### src/include/cec_params.svh
// Summary of operation
// - Result bit reads one when selected positive input exceeds selected negative input.
// - Raw comparator output is synchronized, result lags one to two clocks.
// - Mux enable set and converter off: channel select picks channel 0-7 as negative.
// - Mux enable clear or converter on: dedicated negative pin is negative input.
// - Bandgap select set feeds internal reference to positive input, else positive pin.
// - Writing comparator-off one powers comparator down; writing zero restores power.
// - Event flag sets when synchronized output shows the transition the mode selects.
// - Mode bits 1:0: 00 toggle, 10 falling, 11 rising, 01 reserved.
// - Event flag clears automatically when the processor enters the comparator vector.
// - Writing one to the event flag clears it; writing zero leaves it.
// - Interrupt requested only with interrupt enable and global interrupt enable set.
// - Capture routing set drives comparator output into the timer capture front end.
// - Capture routing clear keeps comparator output disconnected from timer capture.
// - Mux enable is read/write bit 3 of its register, reset zero.
`ifndef CEC_PARAMS_SVH
`define CEC_PARAMS_SVH
`define CEC_CTRL_OFFSET   6'h08
`define CEC_MUXCFG_OFFSET 6'h30
`define CEC_BIT_OFF       3'd7
`define CEC_BIT_BANDGAP   3'd6
`define CEC_BIT_RESULT    3'd5
`define CEC_BIT_FLAG      3'd4
`define CEC_BIT_IRQ_EN    3'd3
`define CEC_BIT_CAPTURE   3'd2
`define CEC_BIT_MUX_EN    3'd3
`define CEC_BIT_MODE_HI   3'd1
`define CEC_BIT_MODE_LO   3'd0
`define CEC_CTRL_RESET    8'h00
`define CEC_MODE_TOGGLE   2'h0
`define CEC_MODE_FALL     2'h2
`define CEC_MODE_RISE     2'h3
`endif

### src/include/cec_pkg.sv
package cec_pkg;
    // Control fields held in the control and status register.
    typedef struct packed {
        logic       comparator_off;
        logic       bandgap_select;
        logic       compare_irq_enable;
        logic       capture_route_enable;
        logic [1:0] event_mode;
    } cec_ctrl_type;

    // Analog selection sent to the comparator front end.
    typedef struct packed {
        logic       pos_is_bandgap;
        logic       neg_is_channel;
        logic [2:0] neg_channel;
        logic       power_down;
    } cec_select_type;

    // Edge detector states, Gray coded.
    typedef enum logic [1:0] {
        CEC_EDGE_IDLE  = 2'b00,
        CEC_EDGE_PRIME = 2'b01,
        CEC_EDGE_RUN   = 2'b11
    } cec_edge_state_type;
endpackage

### src/logic/cec_sync.sv
`timescale 1ns/1ns
// Two-stage synchronizer for the asynchronous comparator output.
module cec_sync (
    // Clock and reset.
    input  wire logic clock,
    input  wire logic reset_n,
    // Asynchronous level in, synchronized level out.
    input  wire logic async_in,
    output logic      sync_out
);
    logic stage_one;

    // Only the second stage reads the first one.
    always_ff @(posedge clock or negedge reset_n) begin
        if (!reset_n) begin
            stage_one <= 1'b0;
            sync_out  <= 1'b0;
        end else begin
            stage_one <= async_in;
            sync_out  <= stage_one;
        end
    end
endmodule // cec_sync

### src/logic/cec_comparator_event.sv
`timescale 1ns/1ns
`include "cec_params.svh"
module cec_comparator_event
    import cec_pkg::*;
(
    // Clock and reset.
    input  wire logic           clock,
    input  wire logic           reset_n,
    // Register port, I/O space.
    input  wire logic [5:0]     io_addr,
    input  wire logic           io_write,
    input  wire logic           io_read,
    input  wire logic [7:0]     io_wdata,
    output logic [7:0]          io_rdata,
    // Processor context.
    input  wire logic           global_irq_enable,
    input  wire logic           irq_vector_ack,
    output logic                compare_irq,
    // Converter state sampled from its registers.
    input  wire logic           converter_enable,
    input  wire logic [2:0]     channel_select,
    // Analog front end: raw comparator result and input selection.
    input  wire logic           comparator_raw,
    output cec_select_type      analog_select,
    // Timer capture front end.
    output logic                capture_source_select,
    output logic                capture_compare_in
);
    cec_ctrl_type       ctrl;
    logic               neg_input_mux_enable;
    logic               compare_event_flag;
    logic               compare_sync;
    logic               compare_result;
    logic               compare_prev;
    logic               event_hit;
    logic               wr_ctrl;
    logic               wr_mux;
    cec_edge_state_type edge_state;

    assign wr_ctrl = io_write && (io_addr == `CEC_CTRL_OFFSET);
    assign wr_mux  = io_write && (io_addr == `CEC_MUXCFG_OFFSET);

    // Synchronize the raw comparator output; a powered-down comparator reads low.
    cec_sync u_sync (
        .clock    (clock),
        .reset_n  (reset_n),
        .async_in (comparator_raw && !ctrl.comparator_off),
        .sync_out (compare_sync)
    );

    // Readable result bit is the synchronized comparator output.
    assign compare_result = compare_sync;

    // Control register fields.
    always_ff @(posedge clock or negedge reset_n) begin
        if (!reset_n) begin
            ctrl <= cec_ctrl_type'(6'h00);
        end else if (wr_ctrl) begin
            ctrl.comparator_off       <= io_wdata[`CEC_BIT_OFF];
            ctrl.bandgap_select       <= io_wdata[`CEC_BIT_BANDGAP];
            ctrl.compare_irq_enable   <= io_wdata[`CEC_BIT_IRQ_EN];
            ctrl.capture_route_enable <= io_wdata[`CEC_BIT_CAPTURE];
            ctrl.event_mode           <= io_wdata[`CEC_BIT_MODE_HI:`CEC_BIT_MODE_LO];
        end
    end

    // Multiplexer enable, bit 3 of the mux configuration register.
    always_ff @(posedge clock or negedge reset_n) begin
        if (!reset_n) begin
            neg_input_mux_enable <= 1'b0;
        end else if (wr_mux) begin
            neg_input_mux_enable <= io_wdata[`CEC_BIT_MUX_EN];
        end
    end

    // Edge detector: primes its history one cycle after reset before comparing.
    always_ff @(posedge clock or negedge reset_n) begin
        if (!reset_n) begin
            edge_state   <= CEC_EDGE_IDLE;
            compare_prev <= 1'b0;
        end else begin
            compare_prev <= compare_sync;
            case (edge_state)
                CEC_EDGE_IDLE:  edge_state <= CEC_EDGE_PRIME;
                CEC_EDGE_PRIME: edge_state <= CEC_EDGE_RUN;
                CEC_EDGE_RUN:   edge_state <= CEC_EDGE_RUN;
                default:        edge_state <= CEC_EDGE_IDLE;
            endcase
        end
    end

    // Event selection by mode; the reserved code never fires.
    always_comb begin
        event_hit = 1'b0;
        if (edge_state == CEC_EDGE_RUN) begin
            case (ctrl.event_mode)
                `CEC_MODE_TOGGLE: event_hit = compare_sync != compare_prev;
                `CEC_MODE_FALL:   event_hit = !compare_sync && compare_prev;
                `CEC_MODE_RISE:   event_hit = compare_sync && !compare_prev;
                default:          event_hit = 1'b0;
            endcase
        end
    end

    // Event flag: a new event wins over a vector or software clear.
    always_ff @(posedge clock or negedge reset_n) begin
        if (!reset_n) begin
            compare_event_flag <= 1'b0;
        end else if (event_hit) begin
            compare_event_flag <= 1'b1;
        end else if (irq_vector_ack) begin
            compare_event_flag <= 1'b0;
        end else if (wr_ctrl && io_wdata[`CEC_BIT_FLAG]) begin
            compare_event_flag <= 1'b0;
        end
    end

    // Interrupt request, registered: held while flag and both enables are set and no vector acknowledge is present.
    always_ff @(posedge clock or negedge reset_n) begin
        if (!reset_n) begin
            compare_irq <= 1'b0;
        end else begin
            compare_irq <= compare_event_flag && ctrl.compare_irq_enable
                           && global_irq_enable && !irq_vector_ack;
        end
    end

    // Analog input selection.
    always_ff @(posedge clock or negedge reset_n) begin
        if (!reset_n) begin
            analog_select <= cec_select_type'(6'h00);
        end else begin
            analog_select.pos_is_bandgap <= ctrl.bandgap_select;
            analog_select.neg_is_channel <= neg_input_mux_enable
                                            && !converter_enable;
            analog_select.neg_channel    <= (neg_input_mux_enable && !converter_enable)
                                            ? channel_select : 3'h0;
            analog_select.power_down     <= ctrl.comparator_off;
        end
    end

    // Timer capture routing; output held low when not routed.
    always_ff @(posedge clock or negedge reset_n) begin
        if (!reset_n) begin
            capture_source_select <= 1'b0;
            capture_compare_in    <= 1'b0;
        end else begin
            capture_source_select <= ctrl.capture_route_enable;
            capture_compare_in    <= ctrl.capture_route_enable && compare_sync;
        end
    end

    // Register read data; unmapped addresses read zero.
    always_ff @(posedge clock or negedge reset_n) begin
        if (!reset_n) begin
            io_rdata <= 8'h00;
        end else if (io_read && io_addr == `CEC_CTRL_OFFSET) begin
            io_rdata <= {ctrl.comparator_off, ctrl.bandgap_select, compare_result,
                         compare_event_flag, ctrl.compare_irq_enable,
                         ctrl.capture_route_enable, ctrl.event_mode};
        end else if (io_read && io_addr == `CEC_MUXCFG_OFFSET) begin
            io_rdata <= {4'h0, neg_input_mux_enable, 3'h0};
        end else begin
            io_rdata <= 8'h00;
        end
    end

    // Flag sets one cycle after a detected edge.
    property p_flag_set;
        @(posedge clock) disable iff (!reset_n)
        event_hit |=> compare_event_flag;
    endproperty
    a_flag_set: assert property (p_flag_set) else $error("Event flag not set.");

    property p_soft_clear;
        @(posedge clock) disable iff (!reset_n)
        (wr_ctrl && io_wdata[`CEC_BIT_FLAG] && !event_hit) |=> !compare_event_flag;
    endproperty
    a_soft_clear: assert property (p_soft_clear) else $error("Flag not cleared.");

    property p_vector_clear;
        @(posedge clock) disable iff (!reset_n)
        (irq_vector_ack && !event_hit) |=> !compare_event_flag;
    endproperty
    a_vector_clear: assert property (p_vector_clear) else $error("Vector clear lost.");

    property p_irq_gate;
        @(posedge clock) disable iff (!reset_n)
        compare_irq |-> $past(ctrl.compare_irq_enable) && $past(global_irq_enable);
    endproperty
    a_irq_gate: assert property (p_irq_gate) else $error("Interrupt without enable.");

    property p_irq_hold;
        @(posedge clock) disable iff (!reset_n)
        (compare_event_flag && ctrl.compare_irq_enable && global_irq_enable
         && !irq_vector_ack) |=> compare_irq;
    endproperty
    a_irq_hold: assert property (p_irq_hold) else $error("Interrupt dropped.");

    // A level that has been sampled twice has reached the second stage by the next edge.
    property p_sync_lag;
        @(posedge clock) disable iff (!reset_n)
        $rose(comparator_raw && !ctrl.comparator_off) ##1
        (comparator_raw && !ctrl.comparator_off) |=> compare_result;
    endproperty
    a_sync_lag: assert property (p_sync_lag) else $error("Result lag too long.");

    property p_capture_off;
        @(posedge clock) disable iff (!reset_n)
        !ctrl.capture_route_enable |=> !capture_compare_in;
    endproperty
    a_capture_off: assert property (p_capture_off) else $error("Capture leaks.");

    property p_neg_pin;
        @(posedge clock) disable iff (!reset_n)
        (!neg_input_mux_enable || converter_enable) |=> !analog_select.neg_is_channel;
    endproperty
    a_neg_pin: assert property (p_neg_pin) else $error("Negative pin not selected.");

    property p_reserved;
        @(posedge clock) disable iff (!reset_n)
        (ctrl.event_mode == 2'h1 && !compare_event_flag) |=> !compare_event_flag;
    endproperty
    a_reserved: assert property (p_reserved) else $error("Reserved mode fired.");
endmodule // cec_comparator_event

### config.mk
export PLATFORM = sky130hd
export DESIGN_NAME = cec_comparator_event
export DESIGN_NICKNAME = d
export VERILOG_FILES = /design/src/include/cec_pkg.sv /design/src/logic/cec_sync.sv /design/src/logic/cec_comparator_event.sv
export VERILOG_INCLUDE_DIRS = /design/src /design/src/include
export SDC_FILE = /design/constraint.sdc
export NUM_CORES = 1
export LEC_CHECK = 0
export BUFFER_PORTS_ARGS = -buffer_cell sky130_fd_sc_hd__buf_4
export CORE_UTILIZATION = 46
export DETAILED_ROUTE_END_ITERATION = 7
export PLACE_DENSITY = 0.73
export SETUP_SLACK_MARGIN = 0.02
export SLEW_MARGIN = 30
export SYNTH_ARGS = -nofsm -noshare
export SYNTH_HDL_FRONTEND = slang
export SYNTH_HIERARCHICAL = 1
export SYNTH_SLANG_ARGS = --single-unit
export TNS_END_PERCENT = 50
### constraint.sdc
create_clock -name clock -period 1.75 [get_ports clock]
set_input_delay 0.35 -clock clock [delete_from_list [all_inputs] [get_ports clock]]
set_output_delay 0.35 -clock clock [all_outputs]
set_load 0.01 [all_outputs]
# == Yosys cells after proc, flatten, opt, wreduce, memory -nomap -nowiden ==
# Index checks and enable logic that the tools add are counted.
# word_totals
latch_bits,0
mem_count,0
rom_bits,0
reg_bits,30
word_cells,57
ram_bits,0
inputBits,25
out_inout_bits,17
# classes
n_mux,9
n_bitwise,0
magnitude_cmp,0
div_mod_pow,0
shifts,0
reduce_logical,22
add_sub_neg,0
n_eq_ne,7
multipliers,0
# ops
operator,count
1-bit logical AND,13
8-bit 2-to-1 mux,1
"2-bit == test, second input constant",3
"6-bit by 4-bit == test with 1-bit output, second input constant",1
"6-bit == test, second input constant",1
1-bit zero test,5
2-bit zero test,2
1-bit 2-to-1 mux,4
4-bit 2-to-1 mux,1
2-bit case mux with 2 select lines,1
3-bit 2-to-1 mux,1
1-bit case mux with 3 select lines,1
3-bit nonzero test,1
"2-bit by 1-bit == test with 1-bit output, second input constant",1
2-bit OR reduction,1
1-bit != test,1

# == Depth between registers and ports, before layout ==
# logic_depth
ltp_word,6
depth_mapped,5

# == By module ==
# The synthesis kept the hierarchy.
# by_module_without_submodules
mod,cells_per_inst,instances,area_per_inst_um2
cec_comparator_event,72,1,1046.0
cec_sync,2,1,50.0

# == Least setup slack after synthesis ==
# OpenSTA, ideal clock, no wires.
# synth_path
kind,register to register
from,register u_sync.sync_out
to,register compare_event_flag
setup_slack_ns,0.456
setup_ns,0.120
arrival_ns,1.174
path_stages_with_launch,6
required_time_ns,1.630
synth_period_minus_slack_ns,1.294
cell_sequence,dfrtp_1 inv_1 ha_1 nor2_1 a211o_1 a41o_1
# synth_between
elab_chain_cells,5
elab_cells_between_ends,8
# synth_lines
element,line,source
"start, declared",cec_sync.sv:9,output logic sync_out
"start signal, assigned",cec_sync.sv:20,sync_out <= stage_one;
1-bit zero test,cec_comparator_event.sv:98,`CEC_MODE_FALL: event_hit = !compare_sync && compare_prev;
1-bit logical AND,cec_comparator_event.sv:98,
1-bit case mux with 3 select lines (*),cec_comparator_event.sv:96,case (ctrl.event_mode)
1-bit 2-to-1 mux (*),cec_comparator_event.sv:95,if (edge_state == CEC_EDGE_RUN) begin
3-bit nonzero test (no line) / 1-bit 2-to-1 mux (equally long branches),n/a,
"end signal, assigned",cec_comparator_event.sv:108,compare_event_flag <= 1'b0;
"end signal, assigned",cec_comparator_event.sv:110,compare_event_flag <= 1'b1;
"end signal, assigned",cec_comparator_event.sv:112,compare_event_flag <= 1'b0;
"end, declared",cec_comparator_event.sv:31,logic compare_event_flag;
# Every way passes the cells marked *; elsewhere a longest branch is shown, timed or not.
# A chain may end at the register's enable or synchronous reset.

# == Worst setup path after layout ==
# Ends and elaborated chain as after synthesis.

==> flow_summary_export.csv <==
group,metric,value,unit
critical_path,cp_max_fo,5,
place,numPortBuffers,40,
power,swShare,0.233,
critical_path,cp_slowest_cell,"dfrtp_1",
power,clkPwrFrac,0.306,
floorplan,rows,17,
global_route,globalRouteOverflowTotal,0,
timing,hold_viol,0,
place,gp_congestion,0.712,
route,drt_iter0_markers,6,
route,vias,692,
timing,post-route-period-util,0.785,
yosys,synthFlopType,"dfrtp_1",
critical_path,crit_family,"compound AO/OA/AOI/OAI gates",
critical_path,path_class,"register to register",
clocking,clk_pin_slew,0.09,ns
clocking,cts_tree,"done",
yosys,ys_warn_count,6,
timing,worstMarginPinSlew,0.365,ns
place,dp_hpwl,1320,µm
finish,drive_gt1_frac,0.467,
timing,tns,0,ns
clocking,cts_setup_buffers,0,
yosys,ys_types,21,
route,viasPerCell,4.61,
yosys,yosysTopAreaCell,"dfrtp_1",
route,dr.pass1.iters,3,
critical_path,start_kind,"register",
critical_path,arrival,1.59,ns
timing,setup_viol,0,
yosys,netlist_area,1100,µm²
finish,layout_commonest_cell,"buf_4",
global_route,grt_max_degree,31,
yosys,syn_area_per_cell,14.8,µm²
worst_hold_path,hp-class,"primary input to register",
clocking,h-tree-depth,2,
timing,max-slew-margin-rel,0.757,
clocking,clk_path_buf_depth,2,
power,p_switching,0.315,mW
floorplan,fp.dieH,50.8,µm
floorplan,core,2230,µm²
global_route,antenna_found_initial,0,
critical_path,path_buf_inv,1,
yosys,synth-compound-area-share,0.0320,
timing,fin_crit,1.37,ns
global_route,grt_pass1_wl,2860,µm
yosys,synth.top_cell.area_share,0.685,
finish,mostFrequentLayoutCells,"buf_4, dfrtp_1, and2_1, mux2_2, clkbuf_4",
power,p_seq_frac,0.573,
route,drt_wl_total,1780,µm
critical_path,crit_path_end_kind,"register",
clocking,insertion_delay,0.32,ns
clocking,clkSinkCount,30,
power,max-vdd-ir-drop,0.788,mV
clocking,cts_buffers,5,
yosys,yosysSeqAreaShare,0.685,
yosys,synth-xor-area-share,0,
power,cell_internal_pwr,1.04,mW
finish,final_cells,150,
global_route,grtUsageTotal,0.164,
floorplan,start_util,0.491,
timing,skew,0.00821,ns
route,antenna_left,0,
critical_path,critPathMaxStageDelay,0.41,ns
power,pwr_density_cell,901,nW/µm²
run_status,status,"complete, no violations",
global_route,grt_pass1_vias,669,
timing,grt_setup_unrepaired,"no",
clocking,cts-root-buf,"clkbuf_4",
job,drv_cap,0,
yosys,synthCells,74,
floorplan,die_w,50.8,µm
yosys,synth_nets,101,
yosys,synth-edff-count,0,
yosys,async_flop_share,1.00,
yosys,synth_seq_cells,30,
yosys,synth.area.top_cells,"dfrtp_1, and2_1, mux2_2",
floorplan,floorplan.die_area,2580,µm²
route,drc,0,
floorplan,pin_count,42,
yosys,synth_fa_ha_area_frac,0.0228,
timing,fmax,0.728,GHz
timing,finalMaxSlewViolations,0,
finish,synthToLayoutAreaGrowth,36.6,%
route,routedWlPerCell,11.9,µm
power,total_power,1.35,mW
finish,layout.nets,148,
yosys,muxShareOfSynthArea,0.0719,
finish,fillerInstances,190,
yosys,synthSimpleGateAreaFrac,0.178,
place,dp_cells,141,
power,power_frac_comb,0.120,
finish,diodes,0,
critical_path,cp.required,1.96,ns
power,leakage,0.783,nW
critical_path,crit_chain,"inv_1 -> ha_1 -> nor2_1 -> a211o_1 -> a41o_1",
yosys,synth_top_family_by_area,"simple AND/OR/NAND/NOR gates",
[final cells by class]
class | instances | area, µm² | area share
clock inverter | 1 | 5.00 | 0.00334
inverter | 2 | 7.51 | 0.00501
sequential | 30 | 751 | 0.501
tap | 28 | 35.0 | 0.0234
multi-input combinational | 41 | 334 | 0.223
clock buffer | 7 | 55.1 | 0.0368
timing repair buffer | 41 | 310 | 0.207
[Yosys cell counts, types with 2 or more instances]
| cell | instances |
|---|---|
| and2_1 | 11 |
| dfrtp_1 | 30 |
| ha_1 | 2 |
| inv_1 | 2 |
| mux2_1 | 2 |
| mux2_2 | 5 |
| nand2_1 | 4 |
| nand2b_1 | 2 |
| nor2_1 | 3 |
| nor2b_1 | 2 |
[what timing repair did]
item	4_1_cts	5_1_grt
hold buffers	1	0
resized for setup	0	0
hold endpoints to repair	30	0
[routing by layer]
layer | routed length, µm | vias to the layer above | global-route usage | share of wire
li1 | - | 340 | - | -
met3 | 131 | 3 | 0.0893 | 0.074
met2 | 906 | 29 | 0.262 | 0.51
met4 | 23 | 0 | 0.0694 | 0.013
met1 | 720 | 320 | 0.182 | 0.40
met5 | 0 | - | 0 | 0
[registers in the layout, summed over array words and instances (netlist names)]
register	count
capture_source_select	1
compare_prev	1
analog_select	6
neg_input_mux_enable	1
capture_compare_in	1
compare_event_flag	1
io_rdata	8
ctrl	6
u_sync/sync_out	1
edge_state	2
u_sync/stage_one	1
compare_irq	1
[through the flow]
| stage | hold WS [ns] | utilization | area [µm²] | worst slack [ns] |
|---|---|---|---|---|
| 4_1_cts | 0.187 | 0.671 | 1500 | 0.359 |
| 5_1_grt | 0.177 | 0.671 | 1500 | 0.314 |
| 3_5_place_dp | 0.294 | 0.639 | 1430 | 0.334 |
| 3_3_place_gp | 0.285 | 0.639 | 1430 | 0.365 |
| 6_report | 0.195 | 0.671 | 1500 | 0.376 |
| 2_1_floorplan | 0.0544 | - | 1100 | 0.456 |
[kinds of logic after synthesis]
kind of cell / count (synthesis)
AO/OA/AOI/OAI: 4
adder cells (fa/ha/maj): 2
buffers and inverters: 3
flip-flops: 30
multiplexers: 7
AND/OR/NAND/NOR: 28
[worst paths after layout]
path	slack [ns]	endpoint	cells after the start	from
worst max-delay path	0.38	compare_event_flag$_DFFE_PN0P_	5	u_sync/sync_out$_DFF_PN0_
worst min-delay path	0.20	analog_select[4]$_DFF_PN0_	2	converter_enable
worst max register to register	0.38	compare_event_flag$_DFFE_PN0P_	5	u_sync/sync_out$_DFF_PN0_
worst min register to register	0.36	u_sync/sync_out$_DFF_PN0_	0	u_sync/stage_one$_DFF_PN0_
max in group asynchronous	1.00	io_rdata[0]$_DFF_PN0_	2	reset_n
min in group asynchronous	0.48	ctrl[1]$_DFFE_PN0P_	2	reset_n
[power by group through the flow]
stage          logic, mW  clock network, mW  registers [mW]
6_report           0.163              0.414           0.774
3_5_place_dp       0.164                  0           0.788
2_1_floorplan     0.0610                  0           0.790
4_1_cts            0.166              0.425           0.774
5_1_grt            0.181              0.459           0.782
3_3_place_gp       0.157                  0           0.787
No activity file was read; power rests on OpenSTA's default activity.
